<file path="config.mk">
export PLATFORM = sky130hd
export DESIGN_NAME = cbl_unit
export DESIGN_NICKNAME = d
export VERILOG_FILES = /design/src/cbl_pkg.sv /design/src/cbl_unit.sv
export SDC_FILE = /design/constraint.sdc
export NUM_CORES = 1
export LEC_CHECK = 0
export BUFFER_PORTS_ARGS = -buffer_cell sky130_fd_sc_hd__buf_4
export CORE_MARGIN = 1.5
export CORE_UTILIZATION = 40
export DETAILED_ROUTE_END_ITERATION = 10
export GPL_TIMING_DRIVEN = 0
export PLACE_DENSITY = 0.69
export SLEW_MARGIN = 20
export SYNTH_ARGS = -nofsm -noshare
export SYNTH_HDL_FRONTEND = slang
export SYNTH_SLANG_ARGS = --single-unit
</file>
<file path="constraint.sdc">
create_clock -name clk -period 3.5 [get_ports clk]
set_input_delay 0.175 -clock clk [delete_from_list [all_inputs] [get_ports clk]]
set_output_delay 0.175 -clock clk [all_outputs]
set_load 0.05 [all_outputs]
</file>
<file path="src/cbl_pkg.sv">
// Shared constants and carrier types of the condition-bit logic and leading-zero unit
`default_nettype none

package cbl_pkg;

   // ************************************************************
   // Widths
   // ************************************************************
   localparam int CBL_XLEN    = 32;
   localparam int CBL_ADDR_W  = 8;
   localparam int CBL_CLZ_W   = 6;

   // ************************************************************
   // Instruction field positions (bit 31 of the word is the MSB)
   // ************************************************************
   localparam int CBL_OPC_HI  = 31;
   localparam int CBL_OPC_LO  = 26;
   localparam int CBL_XO_HI   = 10;
   localparam int CBL_XO_LO   = 1;
   localparam int CBL_REC_POS = 0;
   localparam int CBL_D_HI    = 25;
   localparam int CBL_D_LO    = 21;
   localparam int CBL_A_HI    = 20;
   localparam int CBL_A_LO    = 16;
   localparam int CBL_B_HI    = 15;
   localparam int CBL_B_LO    = 11;
   localparam int CBL_CRF_HI  = 25;
   localparam int CBL_CRF_LO  = 23;
   localparam int CBL_LEN_POS = 21;
   localparam int CBL_IMM_HI  = 15;
   localparam int CBL_IMM_LO  = 0;

   // ************************************************************
   // Opcodes
   // ************************************************************
   localparam logic [5:0] CBL_OPC_X31   = 6'h1F;
   localparam logic [5:0] CBL_OPC_X19   = 6'h13;
   localparam logic [9:0] CBL_XO_CLZ    = 10'h01A;
   localparam logic [9:0] CBL_XO_ANDC   = 10'h081;
   localparam logic [9:0] CBL_XO_NOR    = 10'h021;

   // ************************************************************
   // Compare encodings and flag values
   // ************************************************************
   localparam logic [2:0] CBL_CMP_LESS  = 3'h4;
   localparam logic [2:0] CBL_CMP_GREAT = 3'h2;
   localparam logic [2:0] CBL_CMP_EQUAL = 3'h1;
   localparam logic [15:0] CBL_IMM_EXT  = 16'h0000;
   localparam logic [2:0] CBL_FIRST_FLD = 3'h0;

   // ************************************************************
   // Register offsets and reset values
   // ************************************************************
   localparam logic [7:0]  CBL_OFS_CTRL   = 8'h00;
   localparam logic [7:0]  CBL_OFS_CR     = 8'h04;
   localparam logic [7:0]  CBL_OFS_RESULT = 8'h08;
   localparam logic [7:0]  CBL_OFS_STATUS = 8'h0C;
   localparam logic [7:0]  CBL_OFS_COUNT  = 8'h10;
   localparam int          CBL_CTRL_EN    = 0;
   localparam int          CBL_STAT_BAD   = 0;
   localparam logic        CBL_CTRL_RST   = 1'h1;
   localparam logic [31:0] CBL_CR_RST     = 32'h0000_0000;

   // ************************************************************
   // Carriers
   // ************************************************************
   typedef struct packed {
      logic        valid;
      logic [31:0] word;
      logic [31:0] operand;
      logic        sum_ovf;
   } cbl_issue_t;

   typedef struct packed {
      logic        wr_en;
      logic [4:0]  idx;
      logic [31:0] data;
   } cbl_gpr_wr_t;

endpackage

`default_nettype wire

</file>
<file path="src/cbl_unit.sv">
// Condition-bit logic, leading-zero count and unsigned compare-immediate datapath slice
`default_nettype none

// What this block does
// - Count zero bits from the MSB of the source; all zeros gives 32.
// - Leading-zero count decodes as opcode 0x1F, extended 0x1A; bit 0 records.
// - Recorded count updates first field from result and overflow, less-than forced zero.
// - AND writes first and second selected bits ANDed into destination bit.
// - AND-with-complement, extended 0x81, writes first AND NOT second.
// - Equivalence writes inverted XOR of both selected bits.
// - NAND writes inverted AND of both selected bits.
// - NOR writes inverted OR; decoded by opcode 0x13 with extended 0x21.
// - OR writes the plain OR of both selected bits.
// - OR-with-complement writes first OR NOT second.
// - XOR writes the plain XOR of both selected bits.
// - Bit operations change only the destination bit; all others hold.
// - Equivalence on one index sets it; XOR on one index clears it.
// - NOR with equal sources inverts; OR with equal sources copies.
// - Compare-immediate uses length zero; field zero unless another is named.
// - Compare source unsigned against immediate with sixteen zero bits above.
// - Field gets 100 less, 010 greater, 001 equal, then overflow copy.
// - Length operand one is an invalid form on this 32-bit core.
module cbl_unit
   import cbl_pkg::*;
#(
   parameter logic [5:0] OPC_CMPLI = 6'h0A,
   parameter logic [9:0] XO_AND    = 10'h101,
   parameter logic [9:0] XO_EQV    = 10'h121,
   parameter logic [9:0] XO_NAND   = 10'h0E1,
   parameter logic [9:0] XO_OR     = 10'h1C1,
   parameter logic [9:0] XO_ORC    = 10'h1A1,
   parameter logic [9:0] XO_XOR    = 10'h0C1,
   parameter int         COUNT_W   = 16
)(
   input  wire logic                    clk,
   input  wire logic                    rst,
   input  wire cbl_issue_t              issue,
   input  wire logic [CBL_ADDR_W-1:0]   bus_addr,
   input  wire logic [31:0]             bus_wdata,
   input  wire logic                    bus_wr,
   input  wire logic                    bus_rd,
   output logic      [31:0]             bus_rdata,
   output cbl_gpr_wr_t                  gpr_wr,
   output logic      [31:0]             cond_reg,
   output logic                         claimed,
   output logic                         invalid_form
);

   // ************************************************************
   // Elaboration checks
   // ************************************************************
   if (COUNT_W < 1 || COUNT_W > 32)
      $error("COUNT_W must lie between 1 and 32");
   if (XO_AND == XO_EQV || XO_AND == XO_NAND || XO_AND == XO_OR || XO_AND == XO_ORC ||
       XO_AND == XO_XOR || XO_EQV == XO_NAND || XO_EQV == XO_OR || XO_EQV == XO_ORC ||
       XO_EQV == XO_XOR || XO_NAND == XO_OR || XO_NAND == XO_ORC || XO_NAND == XO_XOR ||
       XO_OR == XO_ORC || XO_OR == XO_XOR || XO_ORC == XO_XOR)
      $error("Bit-logic extended opcodes must all differ");

   // ************************************************************
   // Declarations
   // ************************************************************
   logic                 enable;
   logic                 bad_sticky;
   logic [31:0]          last_result;
   logic [COUNT_W-1:0]   exec_count;
   logic [5:0]           opc;
   logic [9:0]           xo;
   logic                 rec;
   logic [4:0]           idx_d;
   logic [4:0]           idx_a;
   logic [4:0]           idx_b;
   logic [2:0]           crf;
   logic                 len_op;
   logic [15:0]          unsigned_immediate;
   logic                 is_clz;
   logic                 is_crl;
   logic                 is_cmp;
   logic                 cmp_bad;
   logic                 cmp_ok;
   logic                 clz_rec;
   logic                 src_a;
   logic                 src_b;
   logic                 crl_bit;
   logic [CBL_CLZ_W-1:0] clz_n;
   logic [31:0]          imm_ext;
   logic [3:0]           clz_field;
   logic [3:0]           cmp_field;
   logic [2:0]           cmp_code;
   logic                 cr_bus_wr;
   logic [31:0]          next_cr;
   logic [31:0]          next_rdata;

   // ************************************************************
   // Instruction field extraction
   // ************************************************************
   // Fields sliced from the issued word
   assign opc    = issue.word[CBL_OPC_HI:CBL_OPC_LO];
   assign xo     = issue.word[CBL_XO_HI:CBL_XO_LO];
   assign rec    = issue.word[CBL_REC_POS];
   assign idx_d  = issue.word[CBL_D_HI:CBL_D_LO];
   assign idx_a  = issue.word[CBL_A_HI:CBL_A_LO];
   assign idx_b  = issue.word[CBL_B_HI:CBL_B_LO];
   assign crf    = issue.word[CBL_CRF_HI:CBL_CRF_LO];
   assign len_op = issue.word[CBL_LEN_POS];
   assign unsigned_immediate   = issue.word[CBL_IMM_HI:CBL_IMM_LO];

   // ************************************************************
   // Decode
   // ************************************************************
   // Recognise the three instruction groups while enabled
   assign is_clz  = issue.valid && enable && opc == CBL_OPC_X31 && xo == CBL_XO_CLZ;
   assign is_crl  = issue.valid && enable && opc == CBL_OPC_X19 &&
                    (xo == XO_AND || xo == CBL_XO_ANDC || xo == XO_EQV || xo == XO_NAND ||
                     xo == CBL_XO_NOR || xo == XO_OR || xo == XO_ORC || xo == XO_XOR);
   assign is_cmp  = issue.valid && enable && opc == OPC_CMPLI;
   assign cmp_bad = is_cmp && len_op;
   assign cmp_ok  = is_cmp && !len_op;
   assign clz_rec = is_clz && rec;

   // ************************************************************
   // Leading-zero count
   // ************************************************************
   // Highest set bit wins; no set bit leaves the full width
   always_comb
   begin
      clz_n = 6'(CBL_XLEN);
      for (int i = 0; i < CBL_XLEN; i++)
      begin
         if (issue.operand[i])
            clz_n = 6'(CBL_XLEN - 1 - i);
      end
   end

   // Recorded field: less-than held low, zero test of the count
   assign clz_field = {1'b0, clz_n != '0, clz_n == '0, issue.sum_ovf};

   // ************************************************************
   // Unsigned compare against zero-extended immediate
   // ************************************************************
   assign imm_ext = {CBL_IMM_EXT, unsigned_immediate};

   // Three-way unsigned result code
   always_comb
   begin
      if (issue.operand < imm_ext)
         cmp_code = CBL_CMP_LESS;
      else if (issue.operand > imm_ext)
         cmp_code = CBL_CMP_GREAT;
      else
         cmp_code = CBL_CMP_EQUAL;
   end

   assign cmp_field = {cmp_code, issue.sum_ovf};

   // ************************************************************
   // Condition-bit logic
   // ************************************************************
   // Source bits, index 0 being the MSB
   assign src_a = cond_reg[5'(CBL_XLEN - 1) - idx_a];
   assign src_b = cond_reg[5'(CBL_XLEN - 1) - idx_b];

   // One result bit per bit-logic opcode
   always_comb
   begin
      crl_bit = 1'b0;
      if (xo == XO_AND)
         crl_bit = src_a & src_b;
      else if (xo == CBL_XO_ANDC)
         crl_bit = src_a & ~src_b;
      else if (xo == XO_EQV)
         crl_bit = ~(src_a ^ src_b);
      else if (xo == XO_NAND)
         crl_bit = ~(src_a & src_b);
      else if (xo == CBL_XO_NOR)
         crl_bit = ~(src_a | src_b);
      else if (xo == XO_OR)
         crl_bit = src_a | src_b;
      else if (xo == XO_ORC)
         crl_bit = src_a | ~src_b;
      else if (xo == XO_XOR)
         crl_bit = src_a ^ src_b;
   end

   // ************************************************************
   // Next condition register, one bit at a time
   // ************************************************************
   assign cr_bus_wr = bus_wr && bus_addr == CBL_OFS_CR;

   // Bus write first, then the instruction's own bit or field on top
   for (genvar i = 0; i < CBL_XLEN; i++)
   begin : g_cr_bit
      localparam int BIDX = CBL_XLEN - 1 - i;
      localparam int FLD  = BIDX / 4;
      logic base;
      assign base = cr_bus_wr ? bus_wdata[i] : cond_reg[i];
      always_comb
      begin
         if (is_crl && idx_d == 5'(BIDX))
            next_cr[i] = crl_bit;
         else if (clz_rec && FLD == 0)
            next_cr[i] = clz_field[i % 4];
         else if (cmp_ok && crf == 3'(FLD))
            next_cr[i] = cmp_field[i % 4];
         else
            next_cr[i] = base;
      end
   end

   // Condition register storage
   always_ff @(posedge clk or posedge rst)
   begin
      if (rst)
         cond_reg <= CBL_CR_RST;
      else
         cond_reg <= next_cr;
   end

   // ************************************************************
   // General register write-back
   // ************************************************************
   // Count result goes to the destination register one cycle on
   always_ff @(posedge clk or posedge rst)
   begin
      if (rst)
      begin
         gpr_wr <= '0;
      end
      else
      begin
         gpr_wr.wr_en <= is_clz;
         gpr_wr.idx   <= idx_a;
         gpr_wr.data  <= 32'(clz_n);
      end
   end

   // ************************************************************
   // Issue status pulses
   // ************************************************************
   // Accepted and refused instruction pulses
   always_ff @(posedge clk or posedge rst)
   begin
      if (rst)
      begin
         claimed      <= 1'b0;
         invalid_form <= 1'b0;
      end
      else
      begin
         claimed      <= is_clz || is_crl || cmp_ok;
         invalid_form <= cmp_bad;
      end
   end

   // ************************************************************
   // Software registers
   // ************************************************************
   // Enable control
   always_ff @(posedge clk or posedge rst)
   begin
      if (rst)
         enable <= CBL_CTRL_RST;
      else if (bus_wr && bus_addr == CBL_OFS_CTRL)
         enable <= bus_wdata[CBL_CTRL_EN];
   end

   // Invalid-form sticky flag; a new event beats a clear
   always_ff @(posedge clk or posedge rst)
   begin
      if (rst)
         bad_sticky <= 1'b0;
      else if (cmp_bad)
         bad_sticky <= 1'b1;
      else if (bus_wr && bus_addr == CBL_OFS_STATUS && bus_wdata[CBL_STAT_BAD])
         bad_sticky <= 1'b0;
   end

   // Last leading-zero count
   always_ff @(posedge clk or posedge rst)
   begin
      if (rst)
         last_result <= '0;
      else if (is_clz)
         last_result <= 32'(clz_n);
   end

   // Executed instruction counter, wraps
   always_ff @(posedge clk or posedge rst)
   begin
      if (rst)
         exec_count <= '0;
      else if (is_clz || is_crl || cmp_ok)
         exec_count <= exec_count + COUNT_W'(1);
   end

   // Read mux; unmapped offsets read zero
   always_comb
   begin
      next_rdata = '0;
      if (bus_rd)
      begin
         unique case (bus_addr)
            CBL_OFS_CTRL:   next_rdata = 32'(enable);
            CBL_OFS_CR:     next_rdata = cond_reg;
            CBL_OFS_RESULT: next_rdata = last_result;
            CBL_OFS_STATUS: next_rdata = 32'(bad_sticky);
            CBL_OFS_COUNT:  next_rdata = 32'(exec_count);
            default:        next_rdata = '0;
         endcase
      end
   end

   // Read data stands only in the cycle after the strobe
   always_ff @(posedge clk or posedge rst)
   begin
      if (rst)
         bus_rdata <= '0;
      else
         bus_rdata <= next_rdata;
   end

endmodule

`default_nettype wire

</file>
# [Word-level counts from Yosys, hierarchy flattened]
# Index checks and enable logic that the tools add are counted.
[word_totals] input_bits=110 out_inout_bits=104 elab_cells=363 ff_bits=102
[op_classes] n_lt_le_gt_ge=4 eq_ne=54 bitwise_logic=9 n_reduce_logical=101 addsub=3 mux=150
[ops] operator="$mux W6" n=32
[ops] operator="$pmux W32 S5" n=1
[ops] operator="$mux W1" n=112
[ops] operator="$reduce_bool A3 Y1" n=28
[ops] operator="$eq A5 B5 Y1 const B" n=16
[ops] operator="$logic_and A1 B1 Y1" n=53
[ops] operator="$eq A10 B9 Y1 const B" n=4
[ops] operator="$eq A5 B4 Y1 const B" n=8
[ops] operator="$gt A32 B16 Y1" n=1
[ops] operator="$lt A32 B16 Y1" n=1
[ops] operator="$mux W32" n=1
[ops] operator="$eq A10 B8 Y1 const B" n=3
[ops] operator="$eq A5 B3 Y1 const B" n=4
[ops] operator="$add A16 B1 Y16 const B" n=1
[ops] operator="$eq A8 B4 Y1 const B" n=2
[ops] operator="$reduce_bool A4 Y1" n=4
[ops] operator="$eq A3 B3 Y1 const B" n=4
[ops] operator="$eq A6 B5 Y1 const B" n=2
[ops] operator="$lt A5 B6 Y1 const B" n=2
[ops] operator="$bmux W1 S5" n=2
[ops] operator="$eq A10 B5 Y1 const B" n=1
[ops] operator="$eq A10 B6 Y1 const B" n=1
[ops] operator="$eq A5 B2 Y1 const B" n=2
[ops] operator="$sub A5 B5 Y5 const A" n=2
[ops] operator="20 further kinds" n=34

# [Longest topological paths before layout]
# Gate-level depths: netlist (run 1).
[logic_depth] ltp_word=35 depth_mapped=14 ltp_nobuf=12

# [Worst setup path after synthesis (run 1)]
# Ideal clock, no wire load.
[synth_path] path_type="in2reg" start="input port issue[49] (netlist bit)" end="register cond_reg[29]" path_buffers=2 stages=13 setup_time_ps=120 t_required_ps=3380 arrival_time_ps=3503 setup_slack_ps=-123 path_cell_list="clkbuf_1 > mux4_2 > mux4_2 > mux2i_1 > inv_1 > ha_1 > nor3b_1 > a21oi_1 > o32a_1 > a31oi_1 > clkbuf_1 > nor2_1 > a31o_1"
[synth_between] elab_chain_len=13 elab_cells_between_ends=20 classes_between="1 x add/sub; 11 x mux; 8 x bitwise"
[synth_lines] element="start: declaration" line="cbl_unit.sv:37" rtl="input wire cbl_issue_t issue,"
[synth_lines] element="$sub A5 B5 Y5 (*)" line="cbl_unit.sv:160" rtl="assign src_a = cond_reg[5'(CBL_XLEN - 1) - idx_a];"
[synth_lines] element="$bmux W1 S5 (*)" line="cbl_unit.sv:160"
[synth_lines] element="$mux W1 (implied by the code) (*)" line="cbl_unit.sv:160"
[synth_lines] element="$xor A1 B1 Y1" line="cbl_unit.sv:172, cbl_unit.sv:182"
[synth_lines] element="$mux W1" line="cbl_unit.sv:181" rtl="else if (xo == XO_XOR)"
[synth_lines] element="$mux W1" line="cbl_unit.sv:179" rtl="else if (xo == XO_ORC)"
[synth_lines] element="$mux W1" line="cbl_unit.sv:177" rtl="else if (xo == XO_OR)"
[synth_lines] element="$mux W1" line="cbl_unit.sv:175" rtl="else if (xo == CBL_XO_NOR)"
[synth_lines] element="$mux W1" line="cbl_unit.sv:173" rtl="else if (xo == XO_NAND)"
[synth_lines] element="$mux W1" line="cbl_unit.sv:171" rtl="else if (xo == XO_EQV)"
[synth_lines] element="$mux W1" line="cbl_unit.sv:169" rtl="else if (xo == CBL_XO_ANDC)"
[synth_lines] element="$mux W1 (*)" line="cbl_unit.sv:167" rtl="if (xo == XO_AND)"
[synth_lines] element="$mux W1 (*)" line="cbl_unit.sv:199" rtl="if (is_crl && idx_d == 5'(BIDX))"
[synth_lines] element="end signal: assignment" line="cbl_unit.sv:216" rtl="cond_reg <= next_cr;"
[synth_lines] element="end: declaration" line="cbl_unit.sv:44" rtl="output logic [31:0] cond_reg,"
# Every way passes the cells marked *; elsewhere a longest branch is shown, timed or not. The select of a mux whose other input is x is not followed.
# A chain may end at the register's enable or synchronous reset.

# [Final worst setup path (run 1)]
[layout_path] start="register cond_reg[7]" end="register cond_reg[5]"
[layout_between] elab_chain_len=12 elab_cells_between_ends=22 classes_between="13 x mux; 9 x bitwise"
[layout_lines] element="$bmux W1 S5, on equally long branches" line="cbl_unit.sv:160, cbl_unit.sv:161"
[layout_lines] element="$mux W1, on equally long branches" line="cbl_unit.sv:160, cbl_unit.sv:161"
[layout_lines] element="$xor A1 B1 Y1 / $not A1 Y1 (equally long branches)"
[layout_lines] element="$mux W1 / $or A1 B1 Y1 (equally long branches)" line="cbl_unit.sv:181, cbl_unit.sv:180"
[layout_lines] element="$mux W1" line="cbl_unit.sv:179"
[layout_lines] element="$mux W1" line="cbl_unit.sv:177"
[layout_lines] element="$mux W1" line="cbl_unit.sv:175"
[layout_lines] element="$mux W1" line="cbl_unit.sv:173"
[layout_lines] element="$mux W1" line="cbl_unit.sv:171"
[layout_lines] element="$mux W1" line="cbl_unit.sv:169"
[layout_lines] element="$mux W1 (*)" line="cbl_unit.sv:167"
[layout_lines] element="$mux W1 (*)" line="cbl_unit.sv:199"
# Marks and branches as above.

==> results of run 1 <==
power groups by stage:
| stage | clock network, mW | registers (mW) | logic, mW |
|---|---|---|---|
| final | 1.11 | 1.23 | 0.640 |
| after global routing | 1.17 | 1.24 | 0.686 |
| after CTS | 1.13 | 1.24 | 0.605 |
| after detailed placement | 0 | 1.26 | 0.593 |
| after global placement | 0 | 1.26 | 0.583 |
| after floorplan | 0 | 1.33 | 0.289 |
critical path, stage by stage, from the launching register on:
cell                        delay (ps)
sky130_fd_sc_hd__dfrtp_2           470
sky130_fd_sc_hd__mux4_2            480
sky130_fd_sc_hd__mux4_2            520
sky130_fd_sc_hd__mux2i_4           240
sky130_fd_sc_hd__inv_2              90
sky130_fd_sc_hd__ha_4              170
sky130_fd_sc_hd__nor3b_2           160
sky130_fd_sc_hd__a21oi_1            50
sky130_fd_sc_hd__o32a_1            380
sky130_fd_sc_hd__a31oi_4           220
sky130_fd_sc_hd__buf_12            150
sky130_fd_sc_hd__buf_4             110
sky130_fd_sc_hd__a2bb2oi_4          70
sky130_fd_sc_hd__o21a_1            190
per-stage QoR:
step                  util  hold slack (ps)  TNS [ps]
CTS                 0.5426            47.61         0
global route        0.5618            49.33    -138.1
floorplan                -            206.4         0
finish              0.5618            50.22         0
global placement    0.5135            300.5    -67990
detailed placement  0.5158            142.3    -19780
kinds of logic after synthesis:
logic type | after synthesis | synth area share
adders and majority gates | 21 | 0.03911
buffers and inverters | 91 | 0.06910
AOI/OAI and AO/OA | 136 | 0.1436
muxes | 60 | 0.1274
other | 1 | 0.0005582
and+or+nand+nor | 274 | 0.2205
DFF | 102 | 0.3801
xor gates and xnor gates | 15 | 0.01956
layer usage:
metal	share of wire	wire (um)	up-vias
li1	-	-	3052
met1	0.42	9104	3085
met3	0.087	1873	31
met2	0.47	10070	322
met4	0.019	405	0
met5	0	0	-
layout make-up:
type / count / area, sq um
Sequential cell: 102 / 2576
Multi-Input combinational cell: 532 / 3915
Fill cell: 1481 / 7216
Clock inverter: 6 / 93.84
Buffer: 63 / 376.6
Inverter: 28 / 110.1
Clock buffer: 10 / 239.0
Timing Repair Buffer: 213 / 1664
Tap cell: 220 / 275.3
cell usage after synthesis (all sizes together) (13+ instances only):
library cell    n
nor4           19
a22oi          13
clkbuf         26
a21oi          25
nor2           68
o21ai          24
nand2          58
inv            27
mux4           20
xor2           13
nor3           21
dfrtp         101
and3           23
buf            37
mux2i          36
nand4          18
ha             21
path summary, 6_finish.rpt:
check / start / to / slack [ps] / cells after the start
max: cond_reg[7] / cond_reg[5] / 70 / 13
min: issue[32] / gpr_wr[0] / 50 / 2
max reg2reg: cond_reg[7] / cond_reg[5] / 70 / 13
min reg2reg: exec_count[15] / exec_count[15] / 500 / 1
max in group asynchronous: rst / enable / 2480 / 4
min in group asynchronous: rst / bus_rdata[25] / 320 / 3
what timing repair did:
| item | 4_1_cts | 5_1_grt |
|---|---|---|
| endpoints found under the setup margin | 32 | 32 |
| hold endpoints to repair | 28 | 0 |
| resized for setup | 10 | 37 |
| pin swaps | 1 | 12 |
| hold buffers | 6 | 0 |
| buffers inserted | 0 | 23 |
| gates cloned | 0 | 1 |
==> Flow_metrics.wiki, run 1 <==
{| class="wikitable"
! Metric !! Value
|-
| M3 GR Usage || 0.04176
|-
| First-pass iteration count of the detailed router || 7
|-
| Sum of net half-perimeters after detailed placement || 16220 um
|-
| Count of flip-flops with a built-in enable after synthesis || 0
|-
| Total standard cell area after synthesis || 6718 sq um
|-
| Global-route wire length before repair || 32240 um
|-
| Count of clock tree sinks || 102
|-
| Largest net degree at the start of global routing || 80
|-
| Leakage power || 4.624 nW
|-
| Worst EP arrival || 3680 ps
|-
| Number of flip-flops and latches in the synthesized netlist || 102
|-
| Worst skew pair latency || 350 ps
|-
| Worst slew slack as a fraction of its limit || 0.2728
|-
| Skew final || 6.111 ps
|-
| Switching power of the nets || 867.3 uW
|-
| Bufs on Longest Clock Path || 2
|-
| Horiz. Die Dim || 132.6 um
|-
| Async SR Flop Fraction || 1.000
|-
| Period minus WS final || 3434 ps
|-
| Share of the clock period used by the worst path after layout || 0.9811
|-
| Clock transition at the register clock pins on the worst setup and hold paths after CTS || 70 ps
|-
| Row cnt || 47
|-
| Top Usage Layer GRT || met2
|-
| Path category of the worst min-delay check || in2reg
|-
| Total Die Area || 17580 sq um
|-
| Final Hold Viols || 0
|-
| Port-buffer cells || 182
|-
| Nets@finish || 1080
|-
| Overflow after GRT || 0
|-
| Most common cell after layout, fill and taps aside || sky130_fd_sc_hd__buf_4
|-
| Peak supply drop || 0.0002093 V
|-
| Initial antenna violation count || 0
|-
| Highest-count cells in the layout ignoring fill and taps || sky130_fd_sc_hd__buf_4, sky130_fd_sc_hd__dfrtp_1, sky130_fd_sc_hd__nor2_1
|-
| Biggest area consumer among synthesized cells || sky130_fd_sc_hd__dfrtp_1
|-
| Kind of start point of the critical path || register
|-
| Worst-margin pin slew || 1088 ps
|-
| Met2 track demand over resource in global routing || 0.3813
|-
| Timing-limited maximum frequency || 0.2912 GHz
|-
| Total routing usage reported by global routing || 0.2362
|-
| Core area || 16470 sq um
|-
| Endpoint type of the worst setup path || register
|-
| Via count of the first global-routing pass || 5826
|-
| Dominant register cell in the synthesized netlist || sky130_fd_sc_hd__dfrtp_1
|-
| Number of instances in the placed design || 1128
|-
| Fraction of the yosys area taken by sequential cells || 0.3801
|-
| Total length of routed wires || 21460 um
|-
| Yosys warning count || 0
|-
| Clock power frac || 0.372
|-
| Cell Count, Final, Fillers Out || 1174
|-
| Detailed-route DRC error count || 0
|-
| Die Y-Extent || 132.6 um
|-
| Post-synthesis to final-layout area growth || 37.70%
|-
| Starting Density || 0.4080
|-
| Via Count || 6490
|-
| Vias per cell || 5.528
|-
| Worst setup path class || reg2reg
|-
| GRT met1 Usage || 0.3294
|-
| Cell area power density || 322.5 nW/um^2
|-
| CTS tree || yes
|-
| Area fraction of the dominant cell type after synthesis || 0.3762
|-
| Number of diodes added for antenna fixing || 0
|-
| Io pins || 214
|-
| Placed Instance Area || 8493 sq um
|-
| Total power draw || 2.983 mW
|-
| Combinational cell fraction of total power || 0.214
|-
| Initial detailed-routing violation count || 607
|-
| Net switching fraction of the power || 0.2907
|-
| CP required || 3740 ps
|-
| Proportion of layout cells with a drive suffix above 1 || 0.3595
|-
| Last weighted congestion value of the routability-driven placer || 0.9110
|-
| Final setup violation count || 0
|-
| Cell types occupying the most area after synthesis || sky130_fd_sc_hd__dfrtp_1, sky130_fd_sc_hd__mux4_2, sky130_fd_sc_hd__mux2i_1, sky130_fd_sc_hd__ha_1, sky130_fd_sc_hd__nor2_1
|-
| Post-synthesis cell count || 700
|-
| Result of the run || complete, no violations
|-
| Root buf cell || sky130_fd_sc_hd__clkbuf_16
|-
| Max-slew violation count || 0
|-
| Wirelength per Cell || 18.28 um
|-
| Post-route cell area || 9250 sq um
|-
| Antenna viol nets, final || 0
|-
| TritonCTS buffer count || 9
|-
| Mean area per synthesized cell || 9.597 sq um
|-
| Register share of total power || 0.414
|-
| Max-capacitance violation count || 0
|-
| Synth cell types || 80
|-
| Maximum level of the CTS H-tree || 3
|-
| Internal || 2.116 mW
|-
| Worst setup slack after placement || -715.7 ps
|-
| Largest driver fanout on the critical path || 7
|-
| Crit path setup slack, layout || 66.06 ps
|}
Note: power is estimated with default switching activity, not from simulation.
==> run 2: changes to the inputs <==
--- a/config.mk
+++ b/config.mk
@@ -6,7 +6,6 @@
 export NUM_CORES = 1
 export LEC_CHECK = 0
 export BUFFER_PORTS_ARGS = -buffer_cell sky130_fd_sc_hd__buf_4
-export CORE_MARGIN = 1.5
 export CORE_UTILIZATION = 40
 export DETAILED_ROUTE_END_ITERATION = 10
 export GPL_TIMING_DRIVEN = 0
==> Flow_metrics.wiki, run 2 (synthesized netlist as in run 1, its figures left out) <==
{| class="wikitable"
! Metric !! Value
|-
| Horiz. Die Dim || 131.6 um (was 132.6 um)
|-
| Capture point of the worst reg-to-reg path || cond_reg[29] (was cond_reg[5])
|-
| Switching power of the nets || 862.8 uW (was 867.3 uW)
|-
| Cell area power density || 307.3 nW/um^2 (was 322.5 nW/um^2)
|-
| Placed Instance Area || 8493 sq um (unchanged)
|-
| Worst hold slack || 37.00 ps (was 50.22 ps)
|-
| Via Count || 6513 (was 6490)
|-
| Worst setup path class || reg2reg (unchanged)
|-
| Global-route wire length before repair || 32520 um (was 32240 um)
|-
| Detailed-route DRC error count || 0 (unchanged)
|-
| Net switching fraction of the power || 0.3069 (was 0.2907)
|-
| Vias per cell || 5.557 (was 5.528)
|-
| Path category of the worst min-delay check || in2reg (unchanged)
|-
| Endpoint type of the worst setup path || register (unchanged)
|-
| Register share of total power || 0.439 (was 0.414)
|-
| Die Y-Extent || 131.6 um (was 132.6 um)
|-
| Highest-count cells in the layout ignoring fill and taps || sky130_fd_sc_hd__buf_4, sky130_fd_sc_hd__dfrtp_1, sky130_fd_sc_hd__nor2_1 (unchanged)
|-
| Most common cell after layout, fill and taps aside || sky130_fd_sc_hd__buf_4 (unchanged)
|-
| Period minus WS final || 3392 ps (was 3434 ps)
|-
| Post-route cell area || 9150 sq um (was 9250 sq um)
|-
| Proportion of layout cells with a drive suffix above 1 || 0.3540 (was 0.3595)
|-
| Share of the clock period used by the worst path after layout || 0.9692 (was 0.9811)
|-
| Worst Hold Path Cells || 2 (unchanged)
|-
| Clock power frac || 0.337 (was 0.372)
|-
| Internal || 1.949 mW (was 2.116 mW)
|-
| Io pins || 214 (unchanged)
|-
| Max-slew violation count || 0 (unchanged)
|-
| Leakage power || 4.584 nW (was 4.624 nW)
|-
| Port-buffer cells || 182 (unchanged)
|-
| Internal reg-to-reg setup slack || 110 ps (was 70 ps)
|-
| Initial antenna violation count || 0 (unchanged)
|-
| Root buf cell || sky130_fd_sc_hd__clkbuf_16 (unchanged)
|-
| Unrepaired setup endpoints after global routing || true
|-
| Final Hold Viols || 0 (unchanged)
|-
| Worst slew slack as a fraction of its limit || 0.2776 (was 0.2728)
|-
| Overflow after GRT || 0 (unchanged)
|-
| Total Die Area || 17320 sq um (was 17580 sq um)
|-
| Sum of net half-perimeters after detailed placement || 16240 um (was 16220 um)
|-
| Initial detailed-routing violation count || 565 (was 607)
|-
| Skew final || 6.052 ps (was 6.111 ps)
|-
| Total length of routed wires || 21090 um (was 21460 um)
|-
| Count of clock tree sinks || 102 (unchanged)
|-
| Final setup violation count || 0 (unchanged)
|-
| Starting Density || 0.4080 (unchanged)
|-
| Number of diodes added for antenna fixing || 0 (unchanged)
|-
| Hold-critical path endpoint || gpr_wr[0] (unchanged)
|-
| Post-synthesis to final-layout area growth || 36.21% (was 37.70%)
|-
| Worst EP arrival || 3640 ps (was 3680 ps)
|-
| Worst skew pair latency || 350 ps (about the same)
|-
| CP required || 3740 ps (about the same)
|-
| Maximum level of the CTS H-tree || 3 (unchanged)
|-
| Timing-limited maximum frequency || 0.2948 GHz (was 0.2912 GHz)
|-
| Via count of the first global-routing pass || 5990 (was 5826)
|-
| TritonCTS buffer count || 9 (unchanged)
|-
| Hold Startpoint || issue[32] (unchanged)
|-
| First-pass iteration count of the detailed router || 6 (was 7)
|-
| Largest driver fanout on the critical path || 7 (unchanged)
|-
| Antenna viol nets, final || 0 (unchanged)
|-
| Worst Reg2Reg Path Length in Cells || 12 (was 13)
|-
| Peak supply drop || 0.0002043 V (was 0.0002093 V)
|-
| Largest net degree at the start of global routing || 80 (unchanged)
|-
| CTS tree || yes (unchanged)
|-
| Worst-margin pin slew || 1081 ps (was 1088 ps)
|-
| Wirelength per Cell || 17.99 um (was 18.28 um)
|-
| Max-capacitance violation count || 0 (unchanged)
|-
| Kind of start point of the critical path || register (unchanged)
|-
| Last weighted congestion value of the routability-driven placer || 0.8764 (was 0.9110)
|-
| Nets@finish || 1078 (was 1080)
|-
| Worst reg2reg path startpoint || cond_reg[5] (was cond_reg[7])
|-
| Clock transition at the register clock pins on the worst setup and hold paths after CTS || 70 ps (about the same)
|-
| Bufs on Longest Clock Path || 2 (unchanged)
|-
| Result of the run || complete, no violations (unchanged)
|-
| Row cnt || 47 (unchanged)
|-
| Core area || 16470 sq um (unchanged)
|-
| Combinational cell fraction of total power || 0.224 (was 0.214)
|-
| Total routing usage reported by global routing || 0.2408 (was 0.2362)
|}
==> run 2: power groups by stage <==
stage / Clock [mW] / Combinational [mW] / Sequential [mW]
2_1_floorplan: 0 / 0.289 / 1.33
3_3_place_gp: 0 / 0.582 / 1.26
3_5_place_dp: 0 / 0.593 / 1.26
4_1_cts: 0.963 / 0.606 / 1.24
5_1_grt: 1.01 / 0.676 / 1.24
6_report: 0.946 / 0.630 / 1.24
==> run 2: critical path, stage by stage (launching register included) <==
cell                       delay [ps]
sky130_fd_sc_hd__dfrtp_2          450
sky130_fd_sc_hd__mux4_2           480
sky130_fd_sc_hd__mux4_2           520
sky130_fd_sc_hd__mux2i_4          230
sky130_fd_sc_hd__buf_4            160
sky130_fd_sc_hd__ha_1             240
sky130_fd_sc_hd__a311oi_1         340
sky130_fd_sc_hd__o32ai_2          160
sky130_fd_sc_hd__a31oi_4          210
sky130_fd_sc_hd__buf_12           160
sky130_fd_sc_hd__buf_8            110
sky130_fd_sc_hd__nor2_1            40
sky130_fd_sc_hd__a31o_1           180
==> run 2: timing repair <==
action | in CTS | in global routing
hold endpoints to repair | 28 | 0
hold buffers | 6 | 0
resized for setup | 9 | 34
endpoints found under the setup margin | 32 | 30
pin swaps | 1 | 7
buffers inserted | 1 | 20
cloned | 0 | 1
==> run 2: layer usage <==
metal	up-vias	wire, um	GRT usage
met2	328	9881	0.3804
met4	0	504	0.08398
met3	33	1850	0.06289
met1	3119	8850	0.3184
li1	3033	-	-
met5	-	0	0
==> run 2: through the flow <==
step	total power, mW	instances	setup WS (ps)	setup TNS, ps	util
after detailed placement	1.852	1128	-739.1	-20480	0.5158
after global routing	2.925	1172	-25.48	-57.35	0.5557
after global placement	1.842	1127	-688.9	-68900	0.5135
after CTS	2.806	1151	4.712	0	0.5394
final	2.811	1172	107.9	0	0.5557
after floorplan	1.615	725	7.283	0	-
==> run 2: area by class of cell <==
cell class | instances | area (sq um)
Clock buffer | 10 | 229.0
Clock inverter | 6 | 47.55
Tap cell | 220 | 275.3
Fill cell | 1510 | 7316
Inverter | 28 | 110.1
Timing Repair Buffer | 211 | 1649
Multi-Input combinational cell | 532 | 3884
Buffer | 63 | 376.6
Sequential cell | 102 | 2579
==> run 2: how the worst max path moves through the flow <==
stage | cells after the start | to | start | slack (ps)
3_3_place_gp | 13 | cond_reg[31] | issue[49] | -690
5_1_grt | 13 | cond_reg[12] | cond_reg[18] | -30
4_1_cts | 12 | cond_reg[10] | cond_reg[8] | 5
3_5_place_dp | 13 | cond_reg[27] | issue[49] | -740
2_1_floorplan | 12 | cond_reg[29] | cond_reg[0] | 7
6_report | 12 | cond_reg[29] | cond_reg[5] | 110
